===== src/include/hptw_pkg.sv =====
package hptw_pkg;
	// Register map, byte addresses on APB
	localparam logic [11:0] OFF_BASE_SIZE = 12'h000;
	localparam logic [11:0] OFF_STATUS = 12'h004;
	localparam logic [11:0] OFF_ENTRY_LO = 12'h008;
	localparam logic [11:0] OFF_ENTRY_HI = 12'h00C;
	localparam logic [11:0] OFF_FAULT_CNT = 12'h010;
	localparam int ADDR_W = 12;

	// Base-and-size layout, little-endian numbering
	localparam int ORIGIN_LSB = 16;
	localparam int ORIGIN_W = 16;
	localparam int MASK_LSB = 0;
	localparam int MASK_W = 9;
	localparam logic [31:0] BASE_SIZE_WMASK = 32'hFFFF01FF;
	localparam logic [31:0] BASE_SIZE_RST = 32'h00000000;

	// Hash
	localparam int HASH_W = 19;
	localparam int PIDX_W = 16;
	localparam int VIRTUAL_SEGMENT_ID_W = 24;
	localparam int HASH_MIN_BITS = 10;
	localparam int GROUP_OFS_BITS = 6;
	localparam int ENTRY_BYTES = 8;
	localparam int SLOTS = 8;
	localparam int SLOT_W = 3;
	localparam logic [SLOT_W-1:0] LAST_SLOT = 3'h7;

	// Translation entry layout
	localparam int TE_VALID = 63;
	localparam int TE_VIRTUAL_SEGMENT_ID_LSB = 39;
	localparam int TE_HSEL = 38;
	localparam int TE_API_LSB = 32;
	localparam int API_W = 6;

	// Status bits
	localparam int ST_BUSY = 0;
	localparam int ST_HIT = 1;
	localparam int ST_FAULT = 2;
	localparam int ST_SECONDARY = 3;
	localparam int ST_SLOT_LSB = 4;

	function automatic logic entry_matches(
		input logic [63:0] entry,
		input logic [VIRTUAL_SEGMENT_ID_W-1:0] virtual_segment_id,
		input logic [PIDX_W-1:0] pidx,
		input logic secondary
	);
		entry_matches = entry[TE_VALID] &&
			(entry[TE_VIRTUAL_SEGMENT_ID_LSB +: VIRTUAL_SEGMENT_ID_W] == virtual_segment_id) &&
			(entry[TE_HSEL] == secondary) &&
			(entry[TE_API_LSB +: API_W] == pidx[PIDX_W-1 -: API_W]);
	endfunction
endpackage


===== src/design/hptw_walker.sv =====
`timescale 1ns/1ps
// Notes on behaviour
// - On a lookaside miss, search the hashed table in memory for the entry.
// - Primary hash is segment id XOR effective address page index.
// - Table reads use real addressing, relocation off, coherence required.
// - A group is eight entries of eight bytes, 64 bytes in all.
// - Sixteen candidate slots over two groups; miss in both is a page fault.
// - Primary hash joined with register base bits gives primary group address.
// - Entries in a group are examined one at a time until match or eight.
// - No primary match: form secondary address and search that group.
// - Base register: origin high sixteen, reserved middle, index mask low nine.
// - Origin gives upper sixteen address bits; table on 64 KB boundary.
// - Table sizes two to the sixteen up to two to the twenty-five.
// - Each mask one admits one more hash bit beyond the ten always used.
// - Secondary hash is one's complement of primary hash.
// - Hash inputs are low 19 segment id bits and zero-extended page index.
// - Miss in both groups raises a fault so software can install entry.
module hptw_walker (
	input wire logic pclk,
	input wire logic presetn,
	input wire logic psel,
	input wire logic penable,
	input wire logic pwrite,
	input wire logic [hptw_pkg::ADDR_W-1:0] paddr,
	input wire logic [31:0] pwdata,
	output logic [31:0] prdata,
	output logic pready,
	output logic pslverr,
	input wire logic miss_valid,
	input wire logic [hptw_pkg::VIRTUAL_SEGMENT_ID_W-1:0] miss_virtual_segment_id,
	input wire logic [hptw_pkg::PIDX_W-1:0] miss_page_index,
	output logic miss_ready,
	output logic done_valid,
	output logic done_hit,
	output logic done_fault,
	output logic done_secondary,
	output logic [63:0] done_entry,
	output logic mem_rd_req,
	output logic [31:0] mem_rd_addr,
	output logic mem_coherent,
	output logic data_relocate_enable,
	input wire logic mem_rd_ack,
	input wire logic [63:0] mem_rd_data
);
	typedef enum logic [1:0] {
		HPTW_IDLE,
		HPTW_FETCH,
		HPTW_CHECK,
		HPTW_DONE
	} hptw_state_t;

	hptw_state_t state_ff;
	hptw_state_t nxt_state;
	logic [31:0] base_size_ff;
	logic [31:0] nxt_base_size;
	logic [hptw_pkg::VIRTUAL_SEGMENT_ID_W-1:0] virtual_segment_id_ff;
	logic [hptw_pkg::VIRTUAL_SEGMENT_ID_W-1:0] nxt_virtual_segment_id;
	logic [hptw_pkg::PIDX_W-1:0] pidx_ff;
	logic [hptw_pkg::PIDX_W-1:0] nxt_pidx;
	logic [31:0] sec_addr_ff;
	logic [31:0] nxt_sec_addr;
	logic [31:0] group_addr_ff;
	logic [31:0] nxt_group_addr;
	logic [hptw_pkg::SLOT_W-1:0] slot_ff;
	logic [hptw_pkg::SLOT_W-1:0] nxt_slot;
	logic secondary_ff;
	logic nxt_secondary;
	logic [63:0] entry_ff;
	logic [63:0] nxt_entry;
	logic mem_rd_req_ff;
	logic nxt_mem_rd_req;
	logic [31:0] mem_rd_addr_ff;
	logic [31:0] nxt_mem_rd_addr;
	logic mem_coherent_ff;
	logic nxt_mem_coherent;
	logic miss_ready_ff;
	logic nxt_miss_ready;
	logic done_valid_ff;
	logic nxt_done_valid;
	logic done_hit_ff;
	logic nxt_done_hit;
	logic done_fault_ff;
	logic nxt_done_fault;
	logic done_secondary_ff;
	logic nxt_done_secondary;
	logic [63:0] done_entry_ff;
	logic [63:0] nxt_done_entry;
	logic [hptw_pkg::SLOT_W-1:0] hit_slot_ff;
	logic [hptw_pkg::SLOT_W-1:0] nxt_hit_slot;
	logic [31:0] fault_cnt_ff;
	logic [31:0] nxt_fault_cnt;
	logic [31:0] prdata_ff;
	logic [31:0] nxt_prdata;
	logic pready_ff;
	logic nxt_pready;
	logic pslverr_ff;
	logic nxt_pslverr;
	logic [31:0] prim_addr;
	logic [31:0] scnd_addr;
	logic apb_access;
	logic apb_commit;
	logic addr_mapped;
	logic [31:0] status_word;

	hptw_group_addr u_group_addr (
		.virtual_segment_id(miss_virtual_segment_id),
		.page_index(miss_page_index),
		.base_size(base_size_ff),
		.primary_addr(prim_addr),
		.secondary_addr(scnd_addr)
	);

	// Search sequencer
	always_comb begin
		nxt_state = state_ff;
		nxt_virtual_segment_id = virtual_segment_id_ff;
		nxt_pidx = pidx_ff;
		nxt_sec_addr = sec_addr_ff;
		nxt_group_addr = group_addr_ff;
		nxt_slot = slot_ff;
		nxt_secondary = secondary_ff;
		nxt_entry = entry_ff;
		nxt_mem_rd_req = mem_rd_req_ff;
		nxt_mem_rd_addr = mem_rd_addr_ff;
		nxt_mem_coherent = mem_coherent_ff;
		nxt_miss_ready = miss_ready_ff;
		nxt_done_valid = 1'b0;
		nxt_done_hit = done_hit_ff;
		nxt_done_fault = done_fault_ff;
		nxt_done_secondary = done_secondary_ff;
		nxt_done_entry = done_entry_ff;
		nxt_hit_slot = hit_slot_ff;
		nxt_fault_cnt = fault_cnt_ff;
		unique case (state_ff)
			HPTW_IDLE: begin
				if (miss_valid && miss_ready_ff) begin
					nxt_virtual_segment_id = miss_virtual_segment_id;
					nxt_pidx = miss_page_index;
					nxt_group_addr = prim_addr;
					nxt_sec_addr = scnd_addr;
					nxt_slot = '0;
					nxt_secondary = 1'b0;
					nxt_mem_rd_req = 1'b1;
					nxt_mem_rd_addr = prim_addr;
					nxt_mem_coherent = 1'b1;
					nxt_miss_ready = 1'b0;
					nxt_state = HPTW_FETCH;
				end
			end
			HPTW_FETCH: begin
				if (mem_rd_ack) begin
					nxt_entry = mem_rd_data;
					nxt_mem_rd_req = 1'b0;
					nxt_mem_coherent = 1'b0;
					nxt_state = HPTW_CHECK;
				end
			end
			HPTW_CHECK: begin
				if (hptw_pkg::entry_matches(entry_ff, virtual_segment_id_ff, pidx_ff, secondary_ff)) begin
					nxt_done_hit = 1'b1;
					nxt_done_fault = 1'b0;
					nxt_done_secondary = secondary_ff;
					nxt_done_entry = entry_ff;
					nxt_hit_slot = slot_ff;
					nxt_done_valid = 1'b1;
					nxt_state = HPTW_DONE;
				end else if (slot_ff != hptw_pkg::LAST_SLOT) begin
					nxt_slot = slot_ff + 1'b1;
					nxt_mem_rd_req = 1'b1;
					nxt_mem_rd_addr = group_addr_ff +
						32'(({29'h0, slot_ff} + 32'h1) * hptw_pkg::ENTRY_BYTES);
					nxt_mem_coherent = 1'b1;
					nxt_state = HPTW_FETCH;
				end else if (!secondary_ff) begin
					nxt_secondary = 1'b1;
					nxt_group_addr = sec_addr_ff;
					nxt_slot = '0;
					nxt_mem_rd_req = 1'b1;
					nxt_mem_rd_addr = sec_addr_ff;
					nxt_mem_coherent = 1'b1;
					nxt_state = HPTW_FETCH;
				end else begin
					nxt_done_hit = 1'b0;
					nxt_done_fault = 1'b1;
					nxt_done_secondary = 1'b1;
					nxt_done_entry = '0;
					nxt_hit_slot = '0;
					nxt_fault_cnt = fault_cnt_ff + 32'h1;
					nxt_done_valid = 1'b1;
					nxt_state = HPTW_DONE;
				end
			end
			HPTW_DONE: begin
				nxt_miss_ready = 1'b1;
				nxt_state = HPTW_IDLE;
			end
		endcase
	end

	always_ff @(posedge pclk or negedge presetn) begin
		if (!presetn) begin
			state_ff <= HPTW_IDLE;
			virtual_segment_id_ff <= '0;
			pidx_ff <= '0;
			sec_addr_ff <= '0;
			group_addr_ff <= '0;
			slot_ff <= '0;
			secondary_ff <= 1'b0;
			entry_ff <= '0;
			mem_rd_req_ff <= 1'b0;
			mem_rd_addr_ff <= '0;
			mem_coherent_ff <= 1'b0;
			miss_ready_ff <= 1'b1;
			done_valid_ff <= 1'b0;
			done_hit_ff <= 1'b0;
			done_fault_ff <= 1'b0;
			done_secondary_ff <= 1'b0;
			done_entry_ff <= '0;
			hit_slot_ff <= '0;
			fault_cnt_ff <= '0;
		end else begin
			state_ff <= nxt_state;
			virtual_segment_id_ff <= nxt_virtual_segment_id;
			pidx_ff <= nxt_pidx;
			sec_addr_ff <= nxt_sec_addr;
			group_addr_ff <= nxt_group_addr;
			slot_ff <= nxt_slot;
			secondary_ff <= nxt_secondary;
			entry_ff <= nxt_entry;
			mem_rd_req_ff <= nxt_mem_rd_req;
			mem_rd_addr_ff <= nxt_mem_rd_addr;
			mem_coherent_ff <= nxt_mem_coherent;
			miss_ready_ff <= nxt_miss_ready;
			done_valid_ff <= nxt_done_valid;
			done_hit_ff <= nxt_done_hit;
			done_fault_ff <= nxt_done_fault;
			done_secondary_ff <= nxt_done_secondary;
			done_entry_ff <= nxt_done_entry;
			hit_slot_ff <= nxt_hit_slot;
			fault_cnt_ff <= nxt_fault_cnt;
		end
	end

	// APB slave, one wait state
	always_comb begin
		apb_access = psel && penable;
		apb_commit = apb_access && pready_ff;
		addr_mapped = (paddr == hptw_pkg::OFF_BASE_SIZE) || (paddr == hptw_pkg::OFF_STATUS) ||
			(paddr == hptw_pkg::OFF_ENTRY_LO) || (paddr == hptw_pkg::OFF_ENTRY_HI) ||
			(paddr == hptw_pkg::OFF_FAULT_CNT);
		status_word = '0;
		status_word[hptw_pkg::ST_BUSY] = (state_ff != HPTW_IDLE);
		status_word[hptw_pkg::ST_HIT] = done_hit_ff;
		status_word[hptw_pkg::ST_FAULT] = done_fault_ff;
		status_word[hptw_pkg::ST_SECONDARY] = done_secondary_ff;
		status_word[hptw_pkg::ST_SLOT_LSB +: hptw_pkg::SLOT_W] = hit_slot_ff;
		nxt_pready = apb_access && !pready_ff;
		nxt_pslverr = 1'b0;
		nxt_prdata = '0;
		nxt_base_size = base_size_ff;
		if (apb_access && !pready_ff) begin
			nxt_pslverr = !addr_mapped;
			if (!pwrite) begin
				unique case (paddr)
					hptw_pkg::OFF_BASE_SIZE: nxt_prdata = base_size_ff;
					hptw_pkg::OFF_STATUS: nxt_prdata = status_word;
					hptw_pkg::OFF_ENTRY_LO: nxt_prdata = done_entry_ff[31:0];
					hptw_pkg::OFF_ENTRY_HI: nxt_prdata = done_entry_ff[63:32];
					hptw_pkg::OFF_FAULT_CNT: nxt_prdata = fault_cnt_ff;
					default: nxt_prdata = '0;
				endcase
			end
		end
		if (apb_commit && pwrite && (paddr == hptw_pkg::OFF_BASE_SIZE)) begin
			nxt_base_size = pwdata & hptw_pkg::BASE_SIZE_WMASK;
		end
	end

	always_ff @(posedge pclk or negedge presetn) begin
		if (!presetn) begin
			base_size_ff <= hptw_pkg::BASE_SIZE_RST;
			prdata_ff <= '0;
			pready_ff <= 1'b0;
			pslverr_ff <= 1'b0;
		end else begin
			base_size_ff <= nxt_base_size;
			prdata_ff <= nxt_prdata;
			pready_ff <= nxt_pready;
			pslverr_ff <= nxt_pslverr;
		end
	end

	// Table reads never relocate
	logic relocate_ff;
	always_ff @(posedge pclk or negedge presetn) begin
		if (!presetn) begin
			relocate_ff <= 1'b0;
		end else begin
			relocate_ff <= 1'b0;
		end
	end

	assign prdata = prdata_ff;
	assign pready = pready_ff;
	assign pslverr = pslverr_ff;
	assign miss_ready = miss_ready_ff;
	assign done_valid = done_valid_ff;
	assign done_hit = done_hit_ff;
	assign done_fault = done_fault_ff;
	assign done_secondary = done_secondary_ff;
	assign done_entry = done_entry_ff;
	assign mem_rd_req = mem_rd_req_ff;
	assign mem_rd_addr = mem_rd_addr_ff;
	assign mem_coherent = mem_coherent_ff;
	assign data_relocate_enable = relocate_ff;
endmodule


===== src/design/hptw_group_addr.sv =====
`timescale 1ns/1ps
module hptw_group_addr (
	input wire logic [hptw_pkg::VIRTUAL_SEGMENT_ID_W-1:0] virtual_segment_id,
	input wire logic [hptw_pkg::PIDX_W-1:0] page_index,
	input wire logic [31:0] base_size,
	output logic [31:0] primary_addr,
	output logic [31:0] secondary_addr
);
	logic [hptw_pkg::HASH_W-1:0] hash1;
	logic [hptw_pkg::HASH_W-1:0] hash2;
	logic [hptw_pkg::ORIGIN_W-1:0] origin;
	logic [hptw_pkg::MASK_W-1:0] mask;

	function automatic logic [31:0] form_addr(
		input logic [hptw_pkg::HASH_W-1:0] h,
		input logic [hptw_pkg::ORIGIN_W-1:0] org,
		input logic [hptw_pkg::MASK_W-1:0] msk
	);
		logic [hptw_pkg::MASK_W-1:0] upper;
		upper = org[hptw_pkg::MASK_W-1:0] | (h[hptw_pkg::HASH_W-1 -: hptw_pkg::MASK_W] & msk);
		form_addr = {org[hptw_pkg::ORIGIN_W-1:hptw_pkg::MASK_W], upper,
			h[hptw_pkg::HASH_MIN_BITS-1:0], {hptw_pkg::GROUP_OFS_BITS{1'b0}}};
	endfunction

	always_comb begin
		origin = base_size[hptw_pkg::ORIGIN_LSB +: hptw_pkg::ORIGIN_W];
		mask = base_size[hptw_pkg::MASK_LSB +: hptw_pkg::MASK_W];
		hash1 = virtual_segment_id[hptw_pkg::HASH_W-1:0] ^ {3'h0, page_index};
		hash2 = ~hash1;
		primary_addr = form_addr(hash1, origin, mask);
		secondary_addr = form_addr(hash2, origin, mask);
	end
endmodule


===== config.mk =====
export PLATFORM = sky130hd
export DESIGN_NAME = hptw_walker
export DESIGN_NICKNAME = d
export VERILOG_FILES = /design/src/include/hptw_pkg.sv /design/src/design/hptw_walker.sv /design/src/design/hptw_group_addr.sv
export SDC_FILE = /design/constraint.sdc
export NUM_CORES = 1
export LEC_CHECK = 0
export ABC_AREA = 1
export BUFFER_PORTS_ARGS = -buffer_cell sky130_fd_sc_hd__buf_2
export CAP_MARGIN = 20
export CELL_PAD_IN_SITES_DETAIL_PLACEMENT = 1
export CELL_PAD_IN_SITES_GLOBAL_PLACEMENT = 1
export CORE_ASPECT_RATIO = 1.75
export CORE_MARGIN = 5
export CORE_UTILIZATION = 41
export CTS_CLUSTER_SIZE = 20
export DETAILED_ROUTE_END_ITERATION = 12
export PLACE_DENSITY_LB_ADDON = 0.1
export SLEW_MARGIN = 20
export SYNTH_ARGS = -nofsm -noshare
export SYNTH_HDL_FRONTEND = slang
export SYNTH_SLANG_ARGS = --single-unit

===== constraint.sdc =====
create_clock -name pclk -period 2.6 [get_ports pclk]
set_input_delay 0.26 -clock pclk [delete_from_list [all_inputs] [get_ports pclk]]
set_output_delay 0.26 -clock pclk [all_outputs]
set_load 0.01 [all_outputs]

==> flow_summary.json, run 1 <==
{
  "dpl.hpwl_um": 52120,
  "post-route-drc-count": 0,
  "die_area_um2": 45490,
  "maxCapViolCount": 0,
  "drt_iter0_drc": 782,
  "fin_cells": 3079,
  "synth_top_family_by_area": "simple AND/OR/NAND/NOR gates",
  "yosysWarnings": 0,
  "syn_to_final_growth_pct": 25.00,
  "vias_per_cell": 5.320,
  "synthXorXnorAreaFrac_pct": 3.061,
  "rows": 98,
  "initial_core_util_pct": 41.34,
  "cts_tree": "done",
  "final_cell_area_um2": 21100,
  "synth.distinct_cells": 39,
  "rsz0062_at_grt": "no",
  "layout-drive-gt1-share_pct": 16.69,
  "cts_setup_buffers": 0,
  "yosys_register_bits": 342,
  "h-tree-depth": 2,
  "sw_frac_of_total_pct": 36.51,
  "path_max_fanout": 53,
  "drtAntennaViolNets": 0,
  "period_minus_slack_ns": 2.476,
  "avgSynthCellArea_um2": 7.823,
  "place_congestion": 0.9722,
  "cts_buffers": 35,
  "via_count": 16380,
  "p_comb_share_pct": 29.7,
  "fin_crit_sh_pct": 95.23,
  "wirelength_um": 68690,
  "grt_overflow": 0,
  "synth_edf_count": 0,
  "holdWs_ns": 0.007186,
  "worstSetupPathType": "reg2reg",
  "final-setup-viol-count": 0,
  "firstDrtPassIters": 5,
  "intPower_uw": 11830,
  "clock_power_share_pct": 29.9,
  "hp-class": "in2reg",
  "fill_cells": 5052,
  "clk_latency_ns": 0.54,
  "grt_pass1_wl_um": 104900,
  "placed_cell_area_um2": 19070,
  "clock_sinks": 342,
  "multi_input_area_um2": 6760,
  "nets": 2665,
  "netlist_area_um2": 16880,
  "synth_compound_area_share_pct": 11.66,
  "crit_arrival_ns": 2.88,
  "antenna_found_initial": 1,
  "grt_pass1_vias": 17910,
  "cts-root-buf": "clkbuf_16",
  "ir_drop_mv": 0.5259,
  "clk_pin_slew_ns": 0.07,
  "slew_viol_final": 0,
  "post-place-ws_ns": 0.1567,
  "synthAdderAreaFrac_pct": 0.3706,
  "p_leak_uw": 0.01081,
  "portBuffers": 281,
  "hold_viol": 0,
  "grt_use_total_pct": 30.12,
  "regArea_um2": 8559,
  "synthArstFlopShare_pct": 100.0,
  "status": "finished, final reports clean",
  "cp.required_ns": 3.00,
  "dp_cells": 2938,
  "p_seq_share_pct": 40.4,
  "die_w_um": 163.4,
  "ios": 293,
  "routedWlPerCell_um": 22.31,
  "tns_ns": 0,
  "final_cell_mix": "nand2_1, dfrtp_1, inv_1, buf_2, nor2_1",
  "fmax_mhz": 403.9,
  "die_height_um": 278.4,
  "start_kind": "flip-flop",
  "grt_max_degree": 106,
  "yosys-mux-area-fraction_pct": 0.06671,
  "critPathLaunch": "virtual_segment_id_ff[19]$_DFFE_PN0P_",
  "power_density_nw_per_um2": 883.2,
  "worst_pin_slew_ns": 0.7278,
  "end_kind": "flip-flop",
  "worst_slack_ns": 0.1241,
  "yosys.area_share.simple_pct": 24.54,
  "syn_inst": 2158,
  "maxSlewHeadroom_pct": 51.48,
  "yosysSeqAreaShare_pct": 50.70,
  "cts_buffer_depth": 3,
  "rr_startpoint": "virtual_segment_id_ff[19]$_DFFE_PN0P_",
  "synth-main-ff-cell": "dfrtp_1",
  "coreArea_um2": 40830,
  "worstHoldStart": "mem_rd_data[47]",
  "switchingPower_uw": 6803,
  "layout_commonest_cell": "nand2_1",
  "fin_worst_skew_ns": 0.02077
}
==> sequential cells by signal, summed over array words and instances, names as in the netlist, 2 cells and up <==
name,flops
done_entry,64
entry_ff,64
fault_cnt_ff,32
prdata,32
mem_rd_addr,27
group_addr_ff,26
sec_addr_ff,26
base_size_ff,25
virtual_segment_id_ff,24
pidx_ff,6
hit_slot_ff,3
slot_ff,2
state_ff,2
==> critical path, stage by stage, from the launching register on <==
cell	delay (ns)
dfrtp_1	0.40
xnor2_1	0.37
nand2_1	0.09
nor2_1	0.11
nand2_1	0.06
nor2_1	0.32
nand3_4	0.31
nand2_2	0.19
buf_12	0.27
o22ai_1	0.14
==> cell families after synthesis <==
logic type | Yosys count
xor+xnor | 59
mux | 1
compound gates | 356
other cells | 1
fa+ha+maj | 5
simple gates | 990
flops | 342
buf+inv | 404
==> repair_timing <==
item / in CTS / in global routing
endpoints found under the hold margin: 143 / 0
gates resized for setup: 0 / 4
hold buffers: 79 / 0
endpoints found under the setup margin: 0 / 15
==> per-layer routing <==
metal,global-route usage [%],routed length [um]
met1,32.92,24590
met4,16.25,4484
met2,55.53,36420
met5,0,0
met3,4.149,3195
==> per-stage QoR <==
stage	utilization (%)	power, uW
floorplan	-	10890
global placement	46.69	12800
detailed placement	46.69	13070
CTS	51.62	18770
global route	51.68	19820
finish	51.68	18640
==> worst paths after layout <==
check | endpoint | depth (start not counted) | slack, ns
max | done_entry[2]$_DFFE_PN0P_ | 9 | 0.12
max in group asynchronous | fault_cnt_ff[3]$_DFFE_PN0P_ | 3 | 1.49
max reg2reg | done_entry[2]$_DFFE_PN0P_ | 9 | 0.12
min | entry_ff[47]$_DFFE_PN0P_ | 3 | 0.007
min reg2reg | mem_rd_addr[8]$_DFFE_PN0P_ | 2 | 0.46
min in group asynchronous | sec_addr_ff[11]$_DFFE_PN0P_ | 2 | 0.29
==> layout make-up <==
| type | instances | share of cell area (%) |
|---|---|---|
| diodes | 1 | 0.01186 |
| clock inverters | 15 | 1.269 |
| multi-input cells | 1416 | 32.04 |
| flip-flops and latches | 342 | 40.56 |
| clock buffers | 45 | 4.518 |
| well taps | 550 | 3.261 |
| inverters | 298 | 5.301 |
| repair buffers | 412 | 13.04 |
==> synth_stat cells, types with 3 or more instances <==
cell type / n / area, um^2
o221ai_1: 8 / 70.07
nand4_1: 75 / 469.2
buf_2: 35 / 175.2
o21ai_0: 116 / 580.6
nand3_1: 87 / 435.4
xor2_1: 29 / 254.0
nor2_1: 244 / 915.9
inv_2: 7 / 26.28
dfrtp_1: 341 / 8533
inv_1: 291 / 1092
nand2_1: 537 / 2016
ha_1: 5 / 62.56
clkbuf_1: 55 / 206.5
a31oi_1: 6 / 37.54
xnor2_1: 30 / 262.8
buf_1: 3 / 11.26
a21oi_1: 113 / 565.5
or2_2: 10 / 62.56
nor3_1: 23 / 115.1
buf_4: 11 / 82.58
o22ai_1: 109 / 681.9
==> power groups by stage <==
stage	clock network, uW	registers [uW]	logic, uW
2_1_floorplan	0	7440	3450
5_1_grt	5860	7670	6280
3_5_place_dp	0	7610	5460
4_1_cts	5650	7520	5590
3_3_place_gp	0	7550	5250
6_report	5560	7540	5540
(Power assumes the default switching activity.)
==> run 2, diff against run 1 <==
--- a/config.mk
+++ b/config.mk
@@ -5,16 +5,17 @@
 export SDC_FILE = /design/constraint.sdc
 export NUM_CORES = 1
 export LEC_CHECK = 0
-export ABC_AREA = 1
+export ABC_AREA = 0
 export BUFFER_PORTS_ARGS = -buffer_cell sky130_fd_sc_hd__buf_2
 export CAP_MARGIN = 20
 export CELL_PAD_IN_SITES_DETAIL_PLACEMENT = 1
 export CELL_PAD_IN_SITES_GLOBAL_PLACEMENT = 1
 export CORE_ASPECT_RATIO = 1.75
 export CORE_MARGIN = 5
-export CORE_UTILIZATION = 41
+export CORE_UTILIZATION = 43
 export CTS_CLUSTER_SIZE = 20
 export DETAILED_ROUTE_END_ITERATION = 12
+export GPL_TIMING_DRIVEN = 0
 export PLACE_DENSITY_LB_ADDON = 0.1
 export SLEW_MARGIN = 20
 export SYNTH_ARGS = -nofsm -noshare
==> flow_summary.json, run 2 <==
{
  "reg2reg_to": "mem_rd_addr[8]$_DFFE_PN0P_",
  "dpl.hpwl_um": 45980,
  "clock_sinks": 342,
  "maxCapViolCount": 0,
  "rows": 91,
  "final-setup-viol-count": 0,
  "reg2reg_depth": 8,
  "synth_edf_count": 0,
  "netlist_area_um2": 15430,
  "grt_pass1_vias": 14650,
  "cp_common_cell": "buf_6",
  "firstDrtPassIters": 6,
  "yosysMostFrequentCell": "dfrtp_1",
  "post-route-drc-count": 0,
  "cts_buffers": 34,
  "synth_compound_area_share_pct": 9.952,
  "ff2ff_setup_slack_ns": 0.06,
  "p_leak_uw": 0.009670,
  "vias_per_cell": 5.498,
  "yosysWarnings": 0,
  "synth_top_family_by_area": "simple AND/OR/NAND/NOR gates",
  "synth_common_cells": "dfrtp_1, nand2_1, o21ai_0, mux2_2, xnor2_1",
  "post-place-ws_ns": -1.017,
  "worstSetupPathType": "reg2reg",
  "worst_slack_ns": 0.05667,
  "drt_iter0_drc": 671,
  "slowest_stage": "dfrtp_1",
  "nets": 2074,
  "antenna_found_initial": 2,
  "wirelength_um": 60060,
  "slew_viol_final": 0,
  "layout_commonest_cell": "dfrtp_1",
  "fill_cells": 3913,
  "die_height_um": 260.6,
  "yosys_register_bits": 342,
  "ios": 293,
  "place_congestion": 0.9175,
  "period_minus_slack_ns": 2.543,
  "holdWs_ns": 0.007976,
  "rr_startpoint": "entry_ff[36]$_DFFE_PN0P_",
  "h-tree-depth": 2,
  "end_kind": "flip-flop",
  "die_area_um2": 39910,
  "hold_viol": 0,
  "status": "finished, final reports clean",
  "yosys.area_share.simple_pct": 14.63,
  "clk_pin_slew_ns": 0.07,
  "crit_arrival_ns": 2.95,
  "avgSynthCellArea_um2": 10.49,
  "yosys-mux-area-fraction_pct": 10.71,
  "drtAntennaViolNets": 0,
  "cp.required_ns": 3.00,
  "synth_top_area_cell": "dfrtp_1",
  "syn_inst": 1471,
  "die_w_um": 153.2,
  "final_cell_area_um2": 20060,
  "maxSlewHeadroom_pct": 44.87,
  "cts_tree": "done",
  "grt_pass1_wl_um": 89470,
  "fin_crit_sh_pct": 97.82,
  "fin_worst_skew_ns": 0.01489,
  "final_cell_mix": "dfrtp_1, nand2_1, buf_2, o21ai_0, mux2_2",
  "synth.distinct_cells": 48,
  "fmax_mhz": 393.2,
  "routedWlPerCell_um": 24.94,
  "grt_max_degree": 92,
  "yosysSeqAreaShare_pct": 55.49,
  "crit_path_end": "mem_rd_addr[8]$_DFFE_PN0P_",
  "cts-root-buf": "clkbuf_16",
  "clk_latency_ns": 0.53,
  "cts_buffer_depth": 3,
  "grt_use_total_pct": 29.57,
  "synthAdderAreaFrac_pct": 0.4055,
  "power_density_nw_per_um2": 795.5,
  "grt_overflow": 0,
  "placed_cell_area_um2": 17550,
  "layout-drive-gt1-share_pct": 27.22,
  "critPathLaunch": "entry_ff[36]$_DFFE_PN0P_",
  "hp-class": "in2reg",
  "synth-main-ff-cell": "dfrtp_1",
  "worst_pin_slew_ns": 0.8270,
  "critPathBufInv": 2,
  "path_max_fanout": 10,
  "via_count": 13240,
  "coreArea_um2": 35410,
  "crit_chain": "xnor2_1, nand4_1, nor4_2, and4_4, buf_6, nand2b_2, buf_6, mux2_2",
  "synth_area_leaders": "dfrtp_1, mux2_2, nand2_1",
  "ir_drop_mv": 0.5117,
  "cp.depth": 8,
  "start_kind": "flip-flop",
  "initial_core_util_pct": 43.56,
  "portBuffers": 281,
  "critPathMaxStageDelay_ns": 0.42,
  "syn_to_final_growth_pct": 30.02,
  "synthArstFlopShare_pct": 100.0,
  "synthXorXnorAreaFrac_pct": 5.791,
  "crit_family": "simple AND/OR/NAND/NOR gates",
  "synth_top_area_share_pct": 55.32
}
==> run 2: changes by cell type after synthesis, sizes merged, moves of 42 or more <==
cell,previous run,this run
inv,298,16
nand2,539,312
nor2,247,62
mux2,1,136
o22ai,109,1
a21oi,114,54
nand3,88,29
a22oi,0,50
nand4,75,28
xnor2,30,72
==> run 2: kinds of logic after synthesis <==
logic type	count (synthesis)
other	1
DFF	342
and+or+nand+nor	510
xor gates and xnor gates	102
adders and majority gates	5
AOI/OAI and AO/OA	256
muxes	148
buffers and inverters	107
==> run 2: worst min-delay path by stage <==
stage / startpoint / end / slack [ns] / cells past startpoint
2_1_floorplan: presetn / base_size_ff[0]$_DFFE_PN0P_ / -0.04 / 0
3_3_place_gp: entry_ff[22]$_DFFE_PN0P_ / done_entry[22]$_DFFE_PN0P_ / 0.46 / 2
3_5_place_dp: presetn / entry_ff[9]$_DFFE_PN0P_ / 0.18 / 1
4_1_cts: mem_rd_data[49] / entry_ff[49]$_DFFE_PN0P_ / 0.001 / 2
5_1_grt: mem_rd_data[41] / entry_ff[41]$_DFFE_PN0P_ / 0.007 / 2
6_report: pwdata[1] / base_size_ff[1]$_DFFE_PN0P_ / 0.008 / 2
==> run 2: where the power goes <==
group | total, uW | switching (uW) | internal [uW]
Clock | 5330 | 2210 | 3120
Sequential | 7290 | 955 | 6340
Combinational | 3330 | 1650 | 1680
==> run 2: cell type report <==
cell class	instances	area, um^2	area share [%]
flip-flops and latches	342	8563	42.70
plain buffers	91	450.4	2.246
clock inverters	13	180.2	0.8983
diodes	3	7.507	0.03743
repair buffers	404	2683	13.37
clock buffers	49	1011	5.041
well taps	465	581.8	2.901
inverters	16	60.06	0.2994
multi-input cells	1025	6520	32.51
==> run 2: metrics by stage <==
stage / power [uW] / setup TNS, ns / utilization [%] / std cells
after floorplan: 9055 / 0 / - / 1474
after global placement: 10250 / -1940.50 / 49.21 / 2220
after detailed placement: 10430 / -91.74 / 49.56 / 2224
after CTS: 15920 / 0 / 56.29 / 2397
after global routing: 16620 / -0.007679 / 56.63 / 2407
final: 15960 / 0 / 56.64 / 2408
==> run 2: layer usage <==
layer / vias up / share of wire, % / track usage [%]
li1: 5945 / - / -
met1: 6743 / 33 / 30.37
met2: 407 / 56 / 57.71
met3: 143 / 4.1 / 3.285
met4: 0 / 6.0 / 15.98
met5: - / 0 / 0
==> run 2: what timing repair did <==
item                                   in CTS  in global routing
hold buffers                              102                  3
pin swaps                                   7                  1
setup endpoints to repair                 174                107
resized for setup                          33                 18
endpoints found under the hold margin     143                  3
setup buffers                               9                  5
